File: src/adcsr_pkg.sv
// Purpose: shared constants of the converter status, result and interrupt block
// Assumes: 32-bit register words on a byte-addressed bus
// Notes: offsets are byte addresses; status bit layout is shared by the mask registers
package adcsr_pkg;
  // geometry
  localparam int unsigned NCHAN = 8;
  localparam int unsigned CHAN_W = 3;
  localparam int unsigned DATA_W = 10;
  localparam int unsigned ADDR_W = 8;
  localparam int unsigned STAT_W = 20;

  // register offsets
  localparam logic [7:0] OFF_STATUS = 8'h1c;
  localparam logic [7:0] OFF_LAST = 8'h20;
  localparam logic [7:0] OFF_IRQ_SET = 8'h24;
  localparam logic [7:0] OFF_IRQ_CLR = 8'h28;
  localparam logic [7:0] OFF_IRQ_VIEW = 8'h2c;
  localparam logic [7:0] OFF_RESULT0 = 8'h30;
  localparam logic [7:0] OFF_RESULT7 = 8'h4c;

  // status field positions
  localparam int unsigned DONE_LSB = 0;
  localparam int unsigned OVR_LSB = 8;
  localparam int unsigned READY_BIT = 16;
  localparam int unsigned GOVR_BIT = 17;
  localparam int unsigned RXDONE_BIT = 18;
  localparam int unsigned RXEMPTY_BIT = 19;

  // values after reset
  localparam logic [31:0] STATUS_RST = 32'h000c0000;
  localparam logic [19:0] MASK_RST = 20'h00000;
  localparam logic [9:0] RESULT_RST = 10'h000;

  // bus answers
  localparam logic [1:0] RESP_OKAY = 2'h0;
  localparam logic [1:0] RESP_SLVERR = 2'h2;
endpackage

File: src/adcsr_dma_watch.sv
// Purpose: watches the dma receive counters for the zero conditions
// Assumes: counters come from logic on the same clock
// Notes: the zero hit is a one-cycle pulse on the arrival at zero
`timescale 1ns/1ns
module adcsr_dma_watch #(
  parameter int unsigned CNT_W = 16
) (
  input wire logic aclk,
  input wire logic aresetn,
  input wire logic [CNT_W-1:0] dma_rx_counter,
  input wire logic [CNT_W-1:0] dma_rx_next_counter,
  output logic zero_hit,
  output logic both_zero
);
  typedef struct packed {
    logic was_zero;
  } adcsr_watch_s;

  adcsr_watch_s s_ff;
  adcsr_watch_s s_nxt;
  logic cnt_zero;

  // counter reaching zero, seen once per arrival
  assign cnt_zero = (dma_rx_counter == '0);
  assign zero_hit = cnt_zero && !s_ff.was_zero;
  assign both_zero = cnt_zero && (dma_rx_next_counter == '0);

  // remember the previous zero state
  always_comb begin
    s_nxt = s_ff;
    s_nxt.was_zero = cnt_zero;
  end

  // starts as zero so reset does not fake an arrival
  always_ff @(posedge aclk) begin
    if (!aresetn) begin
      s_ff <= '{was_zero: 1'b1};
    end else begin
      s_ff <= s_nxt;
    end
  end
endmodule

File: src/adcsr_result_bank.sv
// Purpose: one result word per converter channel
// Assumes: conversion strobes come from the sequencer on the same clock
// Notes: a disabled channel keeps its old word
`timescale 1ns/1ns
module adcsr_result_bank #(
  parameter int unsigned NCHAN = 8,
  parameter int unsigned CHAN_W = 3,
  parameter int unsigned DATA_W = 10
) (
  input wire logic aclk,
  input wire logic aresetn,
  input wire logic [NCHAN-1:0] chan_enable,
  input wire logic conv_done,
  input wire logic [CHAN_W-1:0] conv_chan,
  input wire logic [DATA_W-1:0] conv_data,
  output logic [NCHAN-1:0][DATA_W-1:0] results
);
  typedef struct packed {
    logic [NCHAN-1:0][DATA_W-1:0] res;
  } adcsr_bank_s;

  adcsr_bank_s s_ff;
  adcsr_bank_s s_nxt;
  logic [NCHAN-1:0] load;

  // per-channel load strobe, only for an enabled channel
  for (genvar i = 0; i < NCHAN; i++) begin : g_load
    assign load[i] = conv_done && (conv_chan == CHAN_W'(i)) && chan_enable[i];
  end

  // load or hold each word
  always_comb begin
    s_nxt = s_ff;
    for (int i = 0; i < NCHAN; i++) begin
      if (load[i]) begin
        s_nxt.res[i] = conv_data;
      end
    end
  end

  always_ff @(posedge aclk) begin
    if (!aresetn) begin
      s_ff <= '0;
    end else begin
      s_ff <= s_nxt;
    end
  end

  assign results = s_ff.res;
endmodule

File: src/adcsr_top.sv
// Purpose: status, result and interrupt registers of an eight-channel converter
// Assumes: sequencer, channel enables and dma counters share aclk
// Notes: registers reached over axi4-lite, one write and one read in flight
//
// What this block does
// done bit reads 1 only for an enabled channel with a finished conversion
// channel overrun sticks until the status register is read
// ready bit sets on a new result, clears on reading the last result
// general overrun sticks until the status register is read
// receive done sets when the dma counter reaches zero, clears on counter writes
// receive empty reads 1 while both dma counters are zero
// last result captures every conversion, right aligned, held until the next
// channel result loads at its conversion only when the channel is enabled
// writing 1 to the enable-set register sets that mask bit
// writing 1 to the enable-clear register clears that mask bit
// mask view returns 1 for each enabled interrupt source
// software must not disable a channel during its conversion
// interrupt is high while any status bit and its mask bit are set
// reading a channel result clears that channel's done bit
//
// The AXI4-Lite interface to the registers and the address map were left to the implementer.
`timescale 1ns/1ns
module adcsr_top #(
  parameter int unsigned CNT_W = 16
) (
  input wire logic aclk,
  input wire logic aresetn,
  input wire logic [adcsr_pkg::ADDR_W-1:0] s_axi_awaddr,
  input wire logic s_axi_awvalid,
  output logic s_axi_awready,
  input wire logic [31:0] s_axi_wdata,
  input wire logic [3:0] s_axi_wstrb,
  input wire logic s_axi_wvalid,
  output logic s_axi_wready,
  output logic [1:0] s_axi_bresp,
  output logic s_axi_bvalid,
  input wire logic s_axi_bready,
  input wire logic [adcsr_pkg::ADDR_W-1:0] s_axi_araddr,
  input wire logic s_axi_arvalid,
  output logic s_axi_arready,
  output logic [31:0] s_axi_rdata,
  output logic [1:0] s_axi_rresp,
  output logic s_axi_rvalid,
  input wire logic s_axi_rready,
  input wire logic [adcsr_pkg::NCHAN-1:0] chan_enable,
  input wire logic conv_done,
  input wire logic [adcsr_pkg::CHAN_W-1:0] conv_chan,
  input wire logic [adcsr_pkg::DATA_W-1:0] conv_data,
  input wire logic [CNT_W-1:0] dma_rx_counter,
  input wire logic [CNT_W-1:0] dma_rx_next_counter,
  input wire logic dma_rx_counter_wr,
  input wire logic dma_rx_next_counter_wr,
  output logic irq
);
  typedef struct packed {
    logic aw_held;
    logic [adcsr_pkg::ADDR_W-1:0] aw_addr;
    logic awready;
    logic w_held;
    logic [31:0] w_data;
    logic [3:0] w_strb;
    logic wready;
    logic bvalid;
    logic [1:0] bresp;
    logic ar_held;
    logic [adcsr_pkg::ADDR_W-1:0] ar_addr;
    logic arready;
    logic rvalid;
    logic [31:0] rdata;
    logic [1:0] rresp;
    logic [adcsr_pkg::NCHAN-1:0] done;
    logic [adcsr_pkg::NCHAN-1:0] ovr;
    logic rdy;
    logic govr;
    logic rxdone;
    logic rxempty;
    logic [adcsr_pkg::STAT_W-1:0] mask;
    logic [adcsr_pkg::DATA_W-1:0] last;
    logic irq;
  } adcsr_state_s;

  localparam adcsr_state_s STATE_RST = '{
    aw_held: 1'b0, aw_addr: '0, awready: 1'b1,
    w_held: 1'b0, w_data: '0, w_strb: '0, wready: 1'b1,
    bvalid: 1'b0, bresp: adcsr_pkg::RESP_OKAY,
    ar_held: 1'b0, ar_addr: '0, arready: 1'b1,
    rvalid: 1'b0, rdata: '0, rresp: adcsr_pkg::RESP_OKAY,
    done: '0, ovr: '0, rdy: 1'b0, govr: 1'b0,
    rxdone: adcsr_pkg::STATUS_RST[adcsr_pkg::RXDONE_BIT],
    rxempty: adcsr_pkg::STATUS_RST[adcsr_pkg::RXEMPTY_BIT],
    mask: adcsr_pkg::MASK_RST, last: adcsr_pkg::RESULT_RST, irq: 1'b0
  };

  adcsr_state_s s_ff;
  adcsr_state_s s_nxt;

  logic [adcsr_pkg::NCHAN-1:0][adcsr_pkg::DATA_W-1:0] results;
  logic zero_hit;
  logic both_zero;
  logic wr_go;
  logic rd_go;
  logic [7:0] wr_word;
  logic [7:0] rd_word;
  logic wr_set;
  logic wr_clr;
  logic wr_ro;
  logic sel_stat;
  logic sel_last;
  logic sel_view;
  logic sel_res;
  logic [7:0] res_off;
  logic [adcsr_pkg::CHAN_W-1:0] res_idx;
  logic [31:0] wbits;
  logic [adcsr_pkg::STAT_W-1:0] stat_now;
  logic [adcsr_pkg::NCHAN-1:0] conv_hot;
  logic [adcsr_pkg::NCHAN-1:0] done_set;
  logic [adcsr_pkg::NCHAN-1:0] done_clr;
  logic stat_rd;
  logic irq_want;
  logic cnt_wr;
  logic [31:0] rd_val;
  logic rd_ok;

  // per-channel result words
  adcsr_result_bank #(
    .NCHAN(adcsr_pkg::NCHAN),
    .CHAN_W(adcsr_pkg::CHAN_W),
    .DATA_W(adcsr_pkg::DATA_W)
  ) adcsr_result_bank_inst (
    .aclk(aclk),
    .aresetn(aresetn),
    .chan_enable(chan_enable),
    .conv_done(conv_done),
    .conv_chan(conv_chan),
    .conv_data(conv_data),
    .results(results)
  );

  // dma counter zero detection
  adcsr_dma_watch #(
    .CNT_W(CNT_W)
  ) adcsr_dma_watch_inst (
    .aclk(aclk),
    .aresetn(aresetn),
    .dma_rx_counter(dma_rx_counter),
    .dma_rx_next_counter(dma_rx_next_counter),
    .zero_hit(zero_hit),
    .both_zero(both_zero)
  );

  // a write fires once both halves are held, a read once its address is held; low address bits ignored
  assign wr_go = s_ff.aw_held && s_ff.w_held && !s_ff.bvalid;
  assign rd_go = s_ff.ar_held && !s_ff.rvalid;
  assign wr_word = {s_ff.aw_addr[7:2], 2'h0};
  assign rd_word = {s_ff.ar_addr[7:2], 2'h0};
  assign wr_set = (wr_word == adcsr_pkg::OFF_IRQ_SET);
  assign wr_clr = (wr_word == adcsr_pkg::OFF_IRQ_CLR);
  assign wr_ro = (wr_word >= adcsr_pkg::OFF_STATUS) && (wr_word <= adcsr_pkg::OFF_RESULT7);

  // read address decode
  assign sel_stat = (rd_word == adcsr_pkg::OFF_STATUS);
  assign sel_last = (rd_word == adcsr_pkg::OFF_LAST);
  assign sel_view = (rd_word == adcsr_pkg::OFF_IRQ_VIEW);
  assign sel_res = (rd_word >= adcsr_pkg::OFF_RESULT0) && (rd_word <= adcsr_pkg::OFF_RESULT7);
  assign res_off = rd_word - adcsr_pkg::OFF_RESULT0;
  assign res_idx = res_off[adcsr_pkg::CHAN_W+1:2];
  assign stat_rd = rd_go && sel_stat; // the status read that clears overruns
  assign cnt_wr = dma_rx_counter_wr || dma_rx_next_counter_wr;

  // byte lanes gate the written bits
  always_comb begin
    for (int b = 0; b < 4; b++) begin
      wbits[8*b +: 8] = s_ff.w_strb[b] ? s_ff.w_data[8*b +: 8] : 8'h00;
    end
  end

  // status as software sees it; a disabled channel never shows done
  always_comb begin
    stat_now = '0;
    stat_now[adcsr_pkg::DONE_LSB +: adcsr_pkg::NCHAN] = s_ff.done & chan_enable;
    stat_now[adcsr_pkg::OVR_LSB +: adcsr_pkg::NCHAN] = s_ff.ovr;
    stat_now[adcsr_pkg::READY_BIT] = s_ff.rdy;
    stat_now[adcsr_pkg::GOVR_BIT] = s_ff.govr;
    stat_now[adcsr_pkg::RXDONE_BIT] = s_ff.rxdone;
    stat_now[adcsr_pkg::RXEMPTY_BIT] = s_ff.rxempty;
    irq_want = |(stat_now & s_ff.mask);
  end

  // conversion events decoded per channel
  always_comb begin
    conv_hot = '0;
    conv_hot[conv_chan] = conv_done;
    done_set = conv_hot & chan_enable;
    done_clr = '0;
    done_clr[res_idx] = rd_go && sel_res;
  end

  // read data mux; unmapped words answer slverr with zero data
  always_comb begin
    rd_val = 32'h00000000;
    rd_ok = 1'b1;
    if (sel_stat) begin
      rd_val = 32'(stat_now);
    end else if (sel_last) begin
      rd_val = 32'(s_ff.last);
    end else if (sel_view) begin
      rd_val = 32'(s_ff.mask);
    end else if (sel_res) begin
      rd_val = 32'(results[res_idx]);
    end else begin
      rd_ok = 1'b0;
    end
  end

  // next state: bus handshakes, then flags; a set always beats a same-cycle clear
  always_comb begin
    s_nxt = s_ff;
    if (s_axi_awvalid && s_ff.awready) begin
      s_nxt.aw_held = 1'b1;
      s_nxt.aw_addr = s_axi_awaddr;
      s_nxt.awready = 1'b0;
    end
    if (s_axi_wvalid && s_ff.wready) begin
      s_nxt.w_held = 1'b1;
      s_nxt.w_data = s_axi_wdata;
      s_nxt.w_strb = s_axi_wstrb;
      s_nxt.wready = 1'b0;
    end
    if (wr_go) begin
      s_nxt.aw_held = 1'b0;
      s_nxt.w_held = 1'b0;
      s_nxt.bvalid = 1'b1;
      s_nxt.bresp = (wr_ro || wr_set || wr_clr) ? adcsr_pkg::RESP_OKAY
                                                 : adcsr_pkg::RESP_SLVERR;
      if (wr_set) begin
        s_nxt.mask = s_ff.mask | wbits[adcsr_pkg::STAT_W-1:0];
      end
      if (wr_clr) begin
        s_nxt.mask = s_ff.mask & ~wbits[adcsr_pkg::STAT_W-1:0];
      end
    end
    // readies return only once the response is gone, keeping one write in flight
    if (s_ff.bvalid && s_axi_bready) begin
      s_nxt.bvalid = 1'b0;
      s_nxt.awready = 1'b1;
      s_nxt.wready = 1'b1;
    end
    if (s_axi_arvalid && s_ff.arready) begin
      s_nxt.ar_held = 1'b1;
      s_nxt.ar_addr = s_axi_araddr;
      s_nxt.arready = 1'b0;
    end
    if (rd_go) begin
      s_nxt.ar_held = 1'b0;
      s_nxt.rvalid = 1'b1;
      s_nxt.rdata = rd_val;
      s_nxt.rresp = rd_ok ? adcsr_pkg::RESP_OKAY : adcsr_pkg::RESP_SLVERR;
    end
    if (s_ff.rvalid && s_axi_rready) begin
      s_nxt.rvalid = 1'b0;
      s_nxt.arready = 1'b1;
    end
    // converter flags
    s_nxt.done = (s_ff.done & ~done_clr) | done_set;
    s_nxt.ovr = (s_ff.ovr & ~{adcsr_pkg::NCHAN{stat_rd}})
              | (done_set & s_ff.done);
    s_nxt.rdy = (s_ff.rdy && !(rd_go && sel_last)) || conv_done;
    s_nxt.govr = (s_ff.govr && !stat_rd) || (conv_done && s_ff.rdy);
    if (conv_done) begin
      s_nxt.last = conv_data;
    end
    s_nxt.rxdone = (s_ff.rxdone && !cnt_wr) || zero_hit;
    s_nxt.rxempty = both_zero;
    // one cycle behind the flags, trading latency for a clean registered pin
    s_nxt.irq = irq_want;
  end

  always_ff @(posedge aclk) begin
    if (!aresetn) begin
      s_ff <= STATE_RST;
    end else begin
      s_ff <= s_nxt;
    end
  end

  // every output straight from the state register
  assign s_axi_awready = s_ff.awready;
  assign s_axi_wready = s_ff.wready;
  assign s_axi_bvalid = s_ff.bvalid;
  assign s_axi_bresp = s_ff.bresp;
  assign s_axi_arready = s_ff.arready;
  assign s_axi_rvalid = s_ff.rvalid;
  assign s_axi_rdata = s_ff.rdata;
  assign s_axi_rresp = s_ff.rresp;
  assign irq = s_ff.irq;
endmodule

File: config.mk
export PLATFORM = sky130hd
export DESIGN_NAME = adcsr_top
export DESIGN_NICKNAME = d
export VERILOG_FILES = /design/src/adcsr_pkg.sv /design/src/adcsr_dma_watch.sv /design/src/adcsr_result_bank.sv /design/src/adcsr_top.sv
export SDC_FILE = /design/constraint.sdc
export NUM_CORES = 1
export LEC_CHECK = 0
export ABC_CLOCK_PERIOD_IN_PS = 5230
export BUFFER_PORTS_ARGS = -buffer_cell sky130_fd_sc_hd__buf_2
export CORE_ASPECT_RATIO = 0.6
export CORE_MARGIN = 3
export CORE_UTILIZATION = 60
export CTS_BUF_LIST = sky130_fd_sc_hd__clkbuf_16
export CTS_CLUSTER_SIZE = 10
export DETAILED_ROUTE_END_ITERATION = 16
export GPL_TIMING_DRIVEN = 0
export HOLD_SLACK_MARGIN = 0.15
export PLACE_DENSITY = 0.9
export SYNTH_ARGS = -nofsm -noshare
export SYNTH_HDL_FRONTEND = slang
export SYNTH_HIERARCHICAL = 1
export SYNTH_SLANG_ARGS = --single-unit
File: constraint.sdc
create_clock -name aclk -period 5.23 [get_ports aclk]
set_clock_uncertainty 0.2 [all_clocks]
set_input_delay 0.2615 -clock aclk [delete_from_list [all_inputs] [get_ports aclk]]
set_output_delay 0.2615 -clock aclk [all_outputs]
set_load 0.03 [all_outputs]
==> results.md, run 1 <==
| Parameter | Value |
|---|---|
| Crit path required time | 5.32 ns |
| Count of distinct cell types in the synthesized netlist | 53 |
| DIE WIDTH | 163.2 µm |
| Slowest Stage Delay on Critical Path | 0.54 ns |
| Library cell appearing most often on the critical path | clkbuf_1 |
| Worst R2R Start | rd_word[4]$_SDFFE_PN0P_ |
| Final std cells w/o fill | 1389 |
| CTS resizes | 0 |
| Result of the run | finished clean |
| Antenna diodes | 0 |
| CP Buf/Inv Count | 3 |
| Multiplexer area fraction after synthesis | 19.34% |
| Number of placement rows | 33 |
| Total DRC errors in the routed layout | 0 |
| Overall global routing resource usage | 35.19% |
| Number of synthesis warnings | 6 |
| Number of antenna violations at the first check in global routing | 0 |
| Combinational family with the most area after synthesis | multiplexers |
| Maximum vdd ir drop | 0.1784 mV |
| CTS H-tree depth | 4 |
| Path type of the worst setup path | flip-flop to flip-flop |
| Worst-Margin Slew | 0.9506 ns |
| Pleak | 5.314 nW |
| Maximum number of pins on one net before global-route repair | 20 |
| Clock tree from TritonCTS | yes |
| Most used flip-flop cell after synthesis | dfxtp_1 |
| Critical path arrival | 3.24 ns |
| Summed instance area of the synthesized netlist | 0.008895 mm² |
| Core footprint | 0.01408 mm² |
| Placer's final routability congestion estimate | 1.007 |
| Clock transition at the registers of the reported paths | 0.08 ns |
| Xor/xnor share of the synthesized area | 0.09847% |
| Count of clock tree sinks | 197 |
| Final hold violations | 0 |
| Setup Viol. Count Final | 0 |
| Number of global-route vias before repair | 8438 |
| Unrepaired setup endpoints after global routing | no |
| Seq/Total Area, Yosys | 44.34% |
| Worst-skew pair later-pin latency | 0.43 ns |
| Routed vias | 8598 |
| Total placed cells including tap cells | 1273 |
| Post-synth top area cell | dfxtp_1 |
| Min-delay src | dma_rx_counter[2] |
| Max Cap Viol | 0 |
| Arithmetic-cell share of the synthesized area counting full adders, half adders and majority gates | 0% |
| Area share of the leading cell type in the synthesized netlist | 44.34% |
| Buffers on Ports | 123 |
| Detail-routed via count per cell | 6.190 |
| Initial core utilization | 63.17% |
| Overall die area | 0.01637 mm² |
| I/O pins | 157 |
| DRT Pass-1 Iters | 9 |
| Share of synthesized cell area in and, or, nand and nor gates | 19.24% |
| Die span in y | 100.3 µm |
| Total power density per cell area | 298.5 mW/mm² |
| Post-synthesis compound-gate area fraction | 9.636% |
| Clock period minus worst slack | 3.146 ns |
| Number of enable flip-flop cells after synthesis | 0 |
| Syn Area/Cell | 9.412 µm² |
| Top achievable clock speed | 317.8 MHz |
| Endpoint class of the critical path | flip-flop |
| Synth Register Bits | 197 |
| Summed negative setup slack over all endpoints | 0 ns |
| Critical Path Start Type | flip-flop |
| Critical path origin | rd_word[4]$_SDFFE_PN0P_ |
| Largest cells by area after synthesis | dfxtp_1, mux2i_1, nand2_1 |
| Dominant delay contributor by cell family on the critical path | buffers and inverters |
| Area Overhead vs Synth | 26.59% |
| Global-route wire length before repair | 44680 µm |
| Synthesized instance count | 945 |
| Peak fanout along the critical path | 10 |
| Relative slew margins | 36.40% |
| Worst path cell trace | clkbuf_1 > buf_2 > nand3b_1 > a21oi_1 > clkbuf_1 > and3_1 > a31oi_1 |
| Routed wire length | 28550 µm |
| Ys async rst share | 0% |
| Routed wirelength normalized by instance count | 20.56 µm |
| DP HPWL | 18780 µm |
| Layout cell share with drive strength beyond 1 | 19.63% |
| Number of buffers created by CTS | 17 |
| GRT Residual Overflow | 0 |
| Antenna Nets Post-Route | 0 |
| Number of nets in the layout | 1299 |
| Library cell contributing the largest single delay on the critical path | clkbuf_1 |
| Clock tree root buffer cell | clkbuf_16 |
| Number of slew-limit violations in the final report | 0 |
| Maximum clock path buffer count | 2 |
| Period utilisation layout | 60.16% |
| Drt first-iter violations | 1331 |
| Hold/Removal Path Class | primary input to flip-flop |
placed cells by master (no fill, tap or decap), types with 8 or more instances in the layout:
cell           instances
dfxtp_1              197
nand2_1              202
a211o_1                8
mux2_2                10
and3_1                24
mux2i_1              110
dlygate4sd3_1         84
conb_1                14
a21oi_1               45
a221o_1                9
inv_1                 12
mux4_1                15
nor3_1                14
clkbuf_16             17
a31oi_1               19
nor2_1                39
clkbuf_1              41
o21ai_0               14
nand3_1               33
a221oi_1              13
buf_4                 42
a22oi_1                9
buf_2                131
nand4_1                8
synthesized netlist by cell type (12+ instances only):
master / n
mux2i_1: 110
and3_1: 24
mux4_1: 15
inv_1: 12
nand3_1: 33
clkbuf_1: 41
dfxtp_1: 197
buf_4: 42
a221oi_1: 13
o21ai_0: 14
nor2_1: 39
a21oi_1: 45
nand2_1: 202
nor3_1: 14
a31oi_1: 19
layout make-up:
class                      instances  area (µm²)
clock buffer                      17       425.4
multi-input combinational        649        4350
inverter                          12       45.04
fill                             837        2820
tap                              192       240.2
buffer                           100       604.3
clock inverter                    15       193.9
timing repair buffer             207        1456
sequential                       197        3944
tightest hold or removal path, stage by stage:
cell and delay, ns:
buf_2 0.08, nor4_2 0.03, nand4_1 0.11, nor2_1 0.06, a211o_1 0.22
final timing paths:
kind	cells past startpoint	end	slack [ns]
worst max-delay path	7	s_ff[48]$_SDFF_PN0_	2.08
worst min-delay path	5	s_ff[32]$_SDFF_PN1_	0.18
worst max register to register	7	s_ff[48]$_SDFF_PN0_	2.08
worst min register to register	2	adcsr_result_bank_inst/results[75]$_SDFFE_PN0P_	0.26
logic make-up after synthesis:
kind of cell | count (synthesis)
muxes | 140
and+or+nand+nor | 365
other | 1
buffers and inverters | 112
AOI/OAI and AO/OA | 129
xor gates and xnor gates | 1
DFF | 197
where the power goes:
group	switching, W	internal [W]
clock	0.000639	0.000728
combinational	0.000246	0.000169
sequential	0.0000335	0.00155
total	0.000919	0.00244
through the flow:
| step | util (%) | hold WS, ns | setup slack (ns) | power, W | instance area [µm²] |
|---|---|---|---|---|---|
| after global placement | 69.60 | 0.2404 | 2.468 | 0.001945 | 9799 |
| after floorplan | - | 0.1234 | 3.031 | 0.001829 | 8944 |
| after global routing | 79.97 | 0.1998 | 2.038 | 0.003442 | 11260 |
| final | 79.97 | 0.1844 | 2.084 | 0.003361 | 11260 |
| after detailed placement | 69.60 | 0.2500 | 2.392 | 0.001957 | 9799 |
| after CTS | 79.97 | 0.1719 | 2.322 | 0.003331 | 11260 |
routing by layer:
layer | global-route usage (%) | vias to the layer above | routed length, µm
met3 | 10.76 | 122 | 3903
met4 | 12.67 | 0 | 941
met1 | 48.00 | 4026 | 11350
met2 | 53.25 | 662 | 12360
met5 | 0 | - | 0
li1 | - | 3788 | -
repair_timing:
action	in CTS	in global routing
hold endpoints to repair	124	0
hold buffers	84	0
buffers inserted	0	0
No activity file was read; power rests on OpenSTA's default activity.
==> run 2: changes to the inputs <==
- ABC_AREA: not set -> 1
- ABC_CLOCK_PERIOD_IN_PS: 5230 -> 2950
- CORE_UTILIZATION: 60 -> 57
- PLACE_DENSITY: 0.9 -> 0.86
- clock period: 5.23 -> 2.95 ns (I/O delays scaled with it)
==> run 2 against run 1 <==
  * First-iteration DRC count rose by 14%
  * Combinational power rose by 140%
  * Total power rose by 86%
  * Sequential share of layout area fell by 2.2 points
  * Hold slack got worse by 0.14 ns
  * Largest cell class unchanged
  * Highest routed layer is now met5
==> results.md, run 2 <==
| Parameter | Value | vs previous |
|---|---|---|
| Worst-skew pair later-pin latency | 0.45 ns | +0.02 ns |
| Buffers on Ports | 125 | +1.6% |
| Largest cells by area after synthesis | dfxtp_1, nand2_1, nor2_1 |  |
| Routed vias | 10710 | +25% |
| Maximum clock path buffer count | 2 | unchanged |
| Endpoint class of the critical path | flip-flop |  |
| Peak fanout along the critical path | 10 | unchanged |
| Core footprint | 0.01572 mm² | +12% |
| Hold/Removal Path Class | primary input to flip-flop |  |
| Maximum number of pins on one net before global-route repair | 23 | +15% |
| Standard cell area after detailed placement | 0.01029 mm² | +5.0% |
| Global-route wire length before repair | 52760 µm | +18% |
| Clock period minus worst slack | 2.841 ns |  |
| Fin area | 0.01202 mm² | +6.7% |
| Routed wirelength normalized by instance count | 18.04 µm | -12% |
| Most used flip-flop cell after synthesis | dfxtp_1 |  |
| Clock transition at the registers of the reported paths | 0.08 ns | about the same |
| Result of the run | finished clean |  |
| Path type of the worst setup path | primary input to flip-flop |  |
| Synth Register Bits | 197 | unchanged |
| Number of synthesis warnings | 6 | unchanged |
| DIE WIDTH | 171.4 µm | +5.1% |
| Number of antenna violations at the first check in global routing | 1 | +1 |
| Overall die area | 0.01805 mm² | +10% |
| Worst-Margin Slew | 0.7390 ns | -0.2115 ns |
| Crit path required time | 3.15 ns | -2.17 ns |
| Unrepaired setup endpoints after global routing | no |  |
| Period utilisation layout | 96.31% |  |
| Number of nets in the layout | 1812 | +39% |
| Overall global routing resource usage | 38.03% | +2.8 points |
| Layout cell share with drive strength beyond 1 | 14.91% | -4.7 points |
| Maximum vdd ir drop | 0.3858 mV | +120% |
| Routed wire length | 34510 µm | +21% |
| Most numerous cell in the Yosys netlist | nand2_1 |  |
| Critical path arrival | 3.04 ns | -0.20 ns |
| Summed negative setup slack over all endpoints | 0 ns | unchanged |
| Total power density per cell area | 519.8 mW/mm² | +74% |
| Final hold violations | 0 | unchanged |
| Total DRC errors in the routed layout | 0 | unchanged |
| Clock tree root buffer cell | clkbuf_16 |  |
| Commonest cells after routing, fill and taps aside | nand2_1, nor2_1, dfxtp_1, buf_2, dlygate4sd3_1 |  |
| Setup Viol. Count Final | 0 | unchanged |
| Area Overhead vs Synth | 28.38% |  |
| Die span in y | 105.3 µm | +4.9% |
| Number of enable flip-flop cells after synthesis | 0 | unchanged |
| Pleak | 5.404 nW | +1.7% |
| Relative slew margins | 50.73% | +14 points |
| Drt first-iter violations | 1513 | +14% |
| Summed instance area of the synthesized netlist | 0.009360 mm² | +5.2% |
| Top cells by count, synth | nand2_1, nor2_1, dfxtp_1 |  |
| Count of distinct cell types in the synthesized netlist | 29 | -45% |
| Max Cap Viol | 0 | unchanged |
| Setup repair bufs after CTS | 0 | unchanged |
| Number of slew-limit violations in the final report | 0 | unchanged |
| Number of global-route vias before repair | 9844 | +17% |
| DRT Pass-1 Iters | 6 | -3 |
| Antenna diodes | 0 | unchanged |
| Placer's final routability congestion estimate | 1.001 | -0.65% |
| Ys async rst share | 0% | unchanged |
| Detail-routed via count per cell | 5.597 | -9.6% |
| Leading cell type in the layout, fill and taps excluded | nand2_1 |  |
| I/O pins | 157 | unchanged |
| Initial core utilization | 59.54% | -3.6 points |
| Post-synth top area cell | dfxtp_1 |  |
| GRT Residual Overflow | 0 | unchanged |
| Area share of the leading cell type in the synthesized netlist | 42.13% | -2.2 points |
| Critical Path Start Type | primary input |  |
| Top achievable clock speed | 352.0 MHz |  |
| Clock tree from TritonCTS | yes |  |
| Count of clock tree sinks | 197 | unchanged |
| DP HPWL | 23360 µm | +24% |
| Number of buffers created by CTS | 17 | unchanged |
| Synthesized instance count | 1429 | +51% |
| Antenna Nets Post-Route | 0 | unchanged |
| CTS H-tree depth | 4 | unchanged |
| Syn Area/Cell | 6.550 µm² | -30% |
| Number of placement rows | 35 | +6.1% |
| Seq/Total Area, Yosys | 42.13% | -2.2 points |
==> run 2: cell count changes after synthesis, moves of 19 or more <==
| cell | change |
|---|---|
| nor2_1 | +253 |
| nand2_1 | +195 |
| mux2i_1 | -110 |
| inv_1 | +81 |
| nand3_1 | +75 |
| o21ai_0 | +56 |
| nand4_1 | +39 |
| buf_2 | +26 |
| and3_1 | -24 |
| a21oi_1 | +19 |
| a31oi_1 | -19 |
==> run 2: where the power goes <==
part           internal (W)  switching [W]
Combinational      0.000345       0.000642
Sequential          0.00276      0.0000671
Clock               0.00117        0.00127
Total               0.00427        0.00198
==> run 2: worst paths after layout <==
| kind | to | slack (ns) | from | cells past startpoint |
|---|---|---|---|---|
| min reg2reg | s_axi_rdata[12]$_SDFFE_PN0P_ | 0.26 | s_axi_rdata[12]$_SDFFE_PN0P_ | 2 |
| min | s_ff[32]$_SDFF_PN1_ | 0.04 | dma_rx_counter[2] | 8 |
| max | s_ff[142]$_SDFFE_PN0P_ | 0.11 | aresetn | 7 |
| max reg2reg | s_ff[142]$_SDFFE_PN0P_ | 0.43 | s_axi_awready$_SDFFE_PP1P_ | 6 |
==> run 2: stage by stage <==
step                      utilization, %  cells  hold slack, ns  power (W)  setup slack [ns]
after global routing               76.43   1913          0.1568   0.006428           0.02280
final                              76.43   1913         0.04270   0.006246            0.1089
after global placement             65.44   1770          0.1355   0.003662            0.8331
after floorplan                        -   1442         0.01687   0.003378             1.343
after detailed placement           65.44   1770          0.1378   0.003682            0.8446
after CTS                          76.43   1913          0.1521   0.006155            0.1677
==> run 2: layout make-up <==
| type | instances | area, µm² |
|---|---|---|
| multi-input cells | 1035 | 4481 |
| flip-flops and latches | 197 | 3944 |
| fillers | 1180 | 3705 |
| repair buffers | 236 | 1737 |
| plain buffers | 112 | 616.8 |
| clock buffers | 17 | 425.4 |
| inverters | 98 | 367.9 |
| well taps | 203 | 254.0 |
| clock inverters | 15 | 191.4 |
==> run 2: repair_timing <==
| action | 4_1_cts | 5_1_grt |
|---|---|---|
| endpoints found under the setup margin | 0 | 1 |
| hold buffers | 111 | 1 |
| resized for setup | 0 | 0 |
| endpoints found under the hold margin | 163 | 1 |
==> run 2: worst max-delay path, cell delays in order <==
cell and delay (ns):
buf_2 0.19, dlygate4sd3_1 0.74, clkbuf_1 0.42, o21ai_0 0.24, dlygate4sd3_1 0.65, nor2_1 0.10
dlygate4sd3_1 0.55
==> run 2: cells by family after synthesis <==
| family | after synthesis | share of synthesized area [%] |
|---|---|---|
| compound gates | 156 | 8.809 |
| flops | 197 | 42.13 |
| other cells | 1 | 0.04006 |
| buf+inv | 210 | 10.52 |
| simple gates | 865 | 38.50 |
==> run 2: routing by layer <==
layer	part of all wire, %	vias up	routed length, µm	global-route usage [%]
met5	0.038	-	13	0
met4	1.9	2	672	11.02
met3	16	81	5459	15.85
met2	41	704	14130	53.31
met1	41	4898	14230	53.37
li1	-	5023	-	-
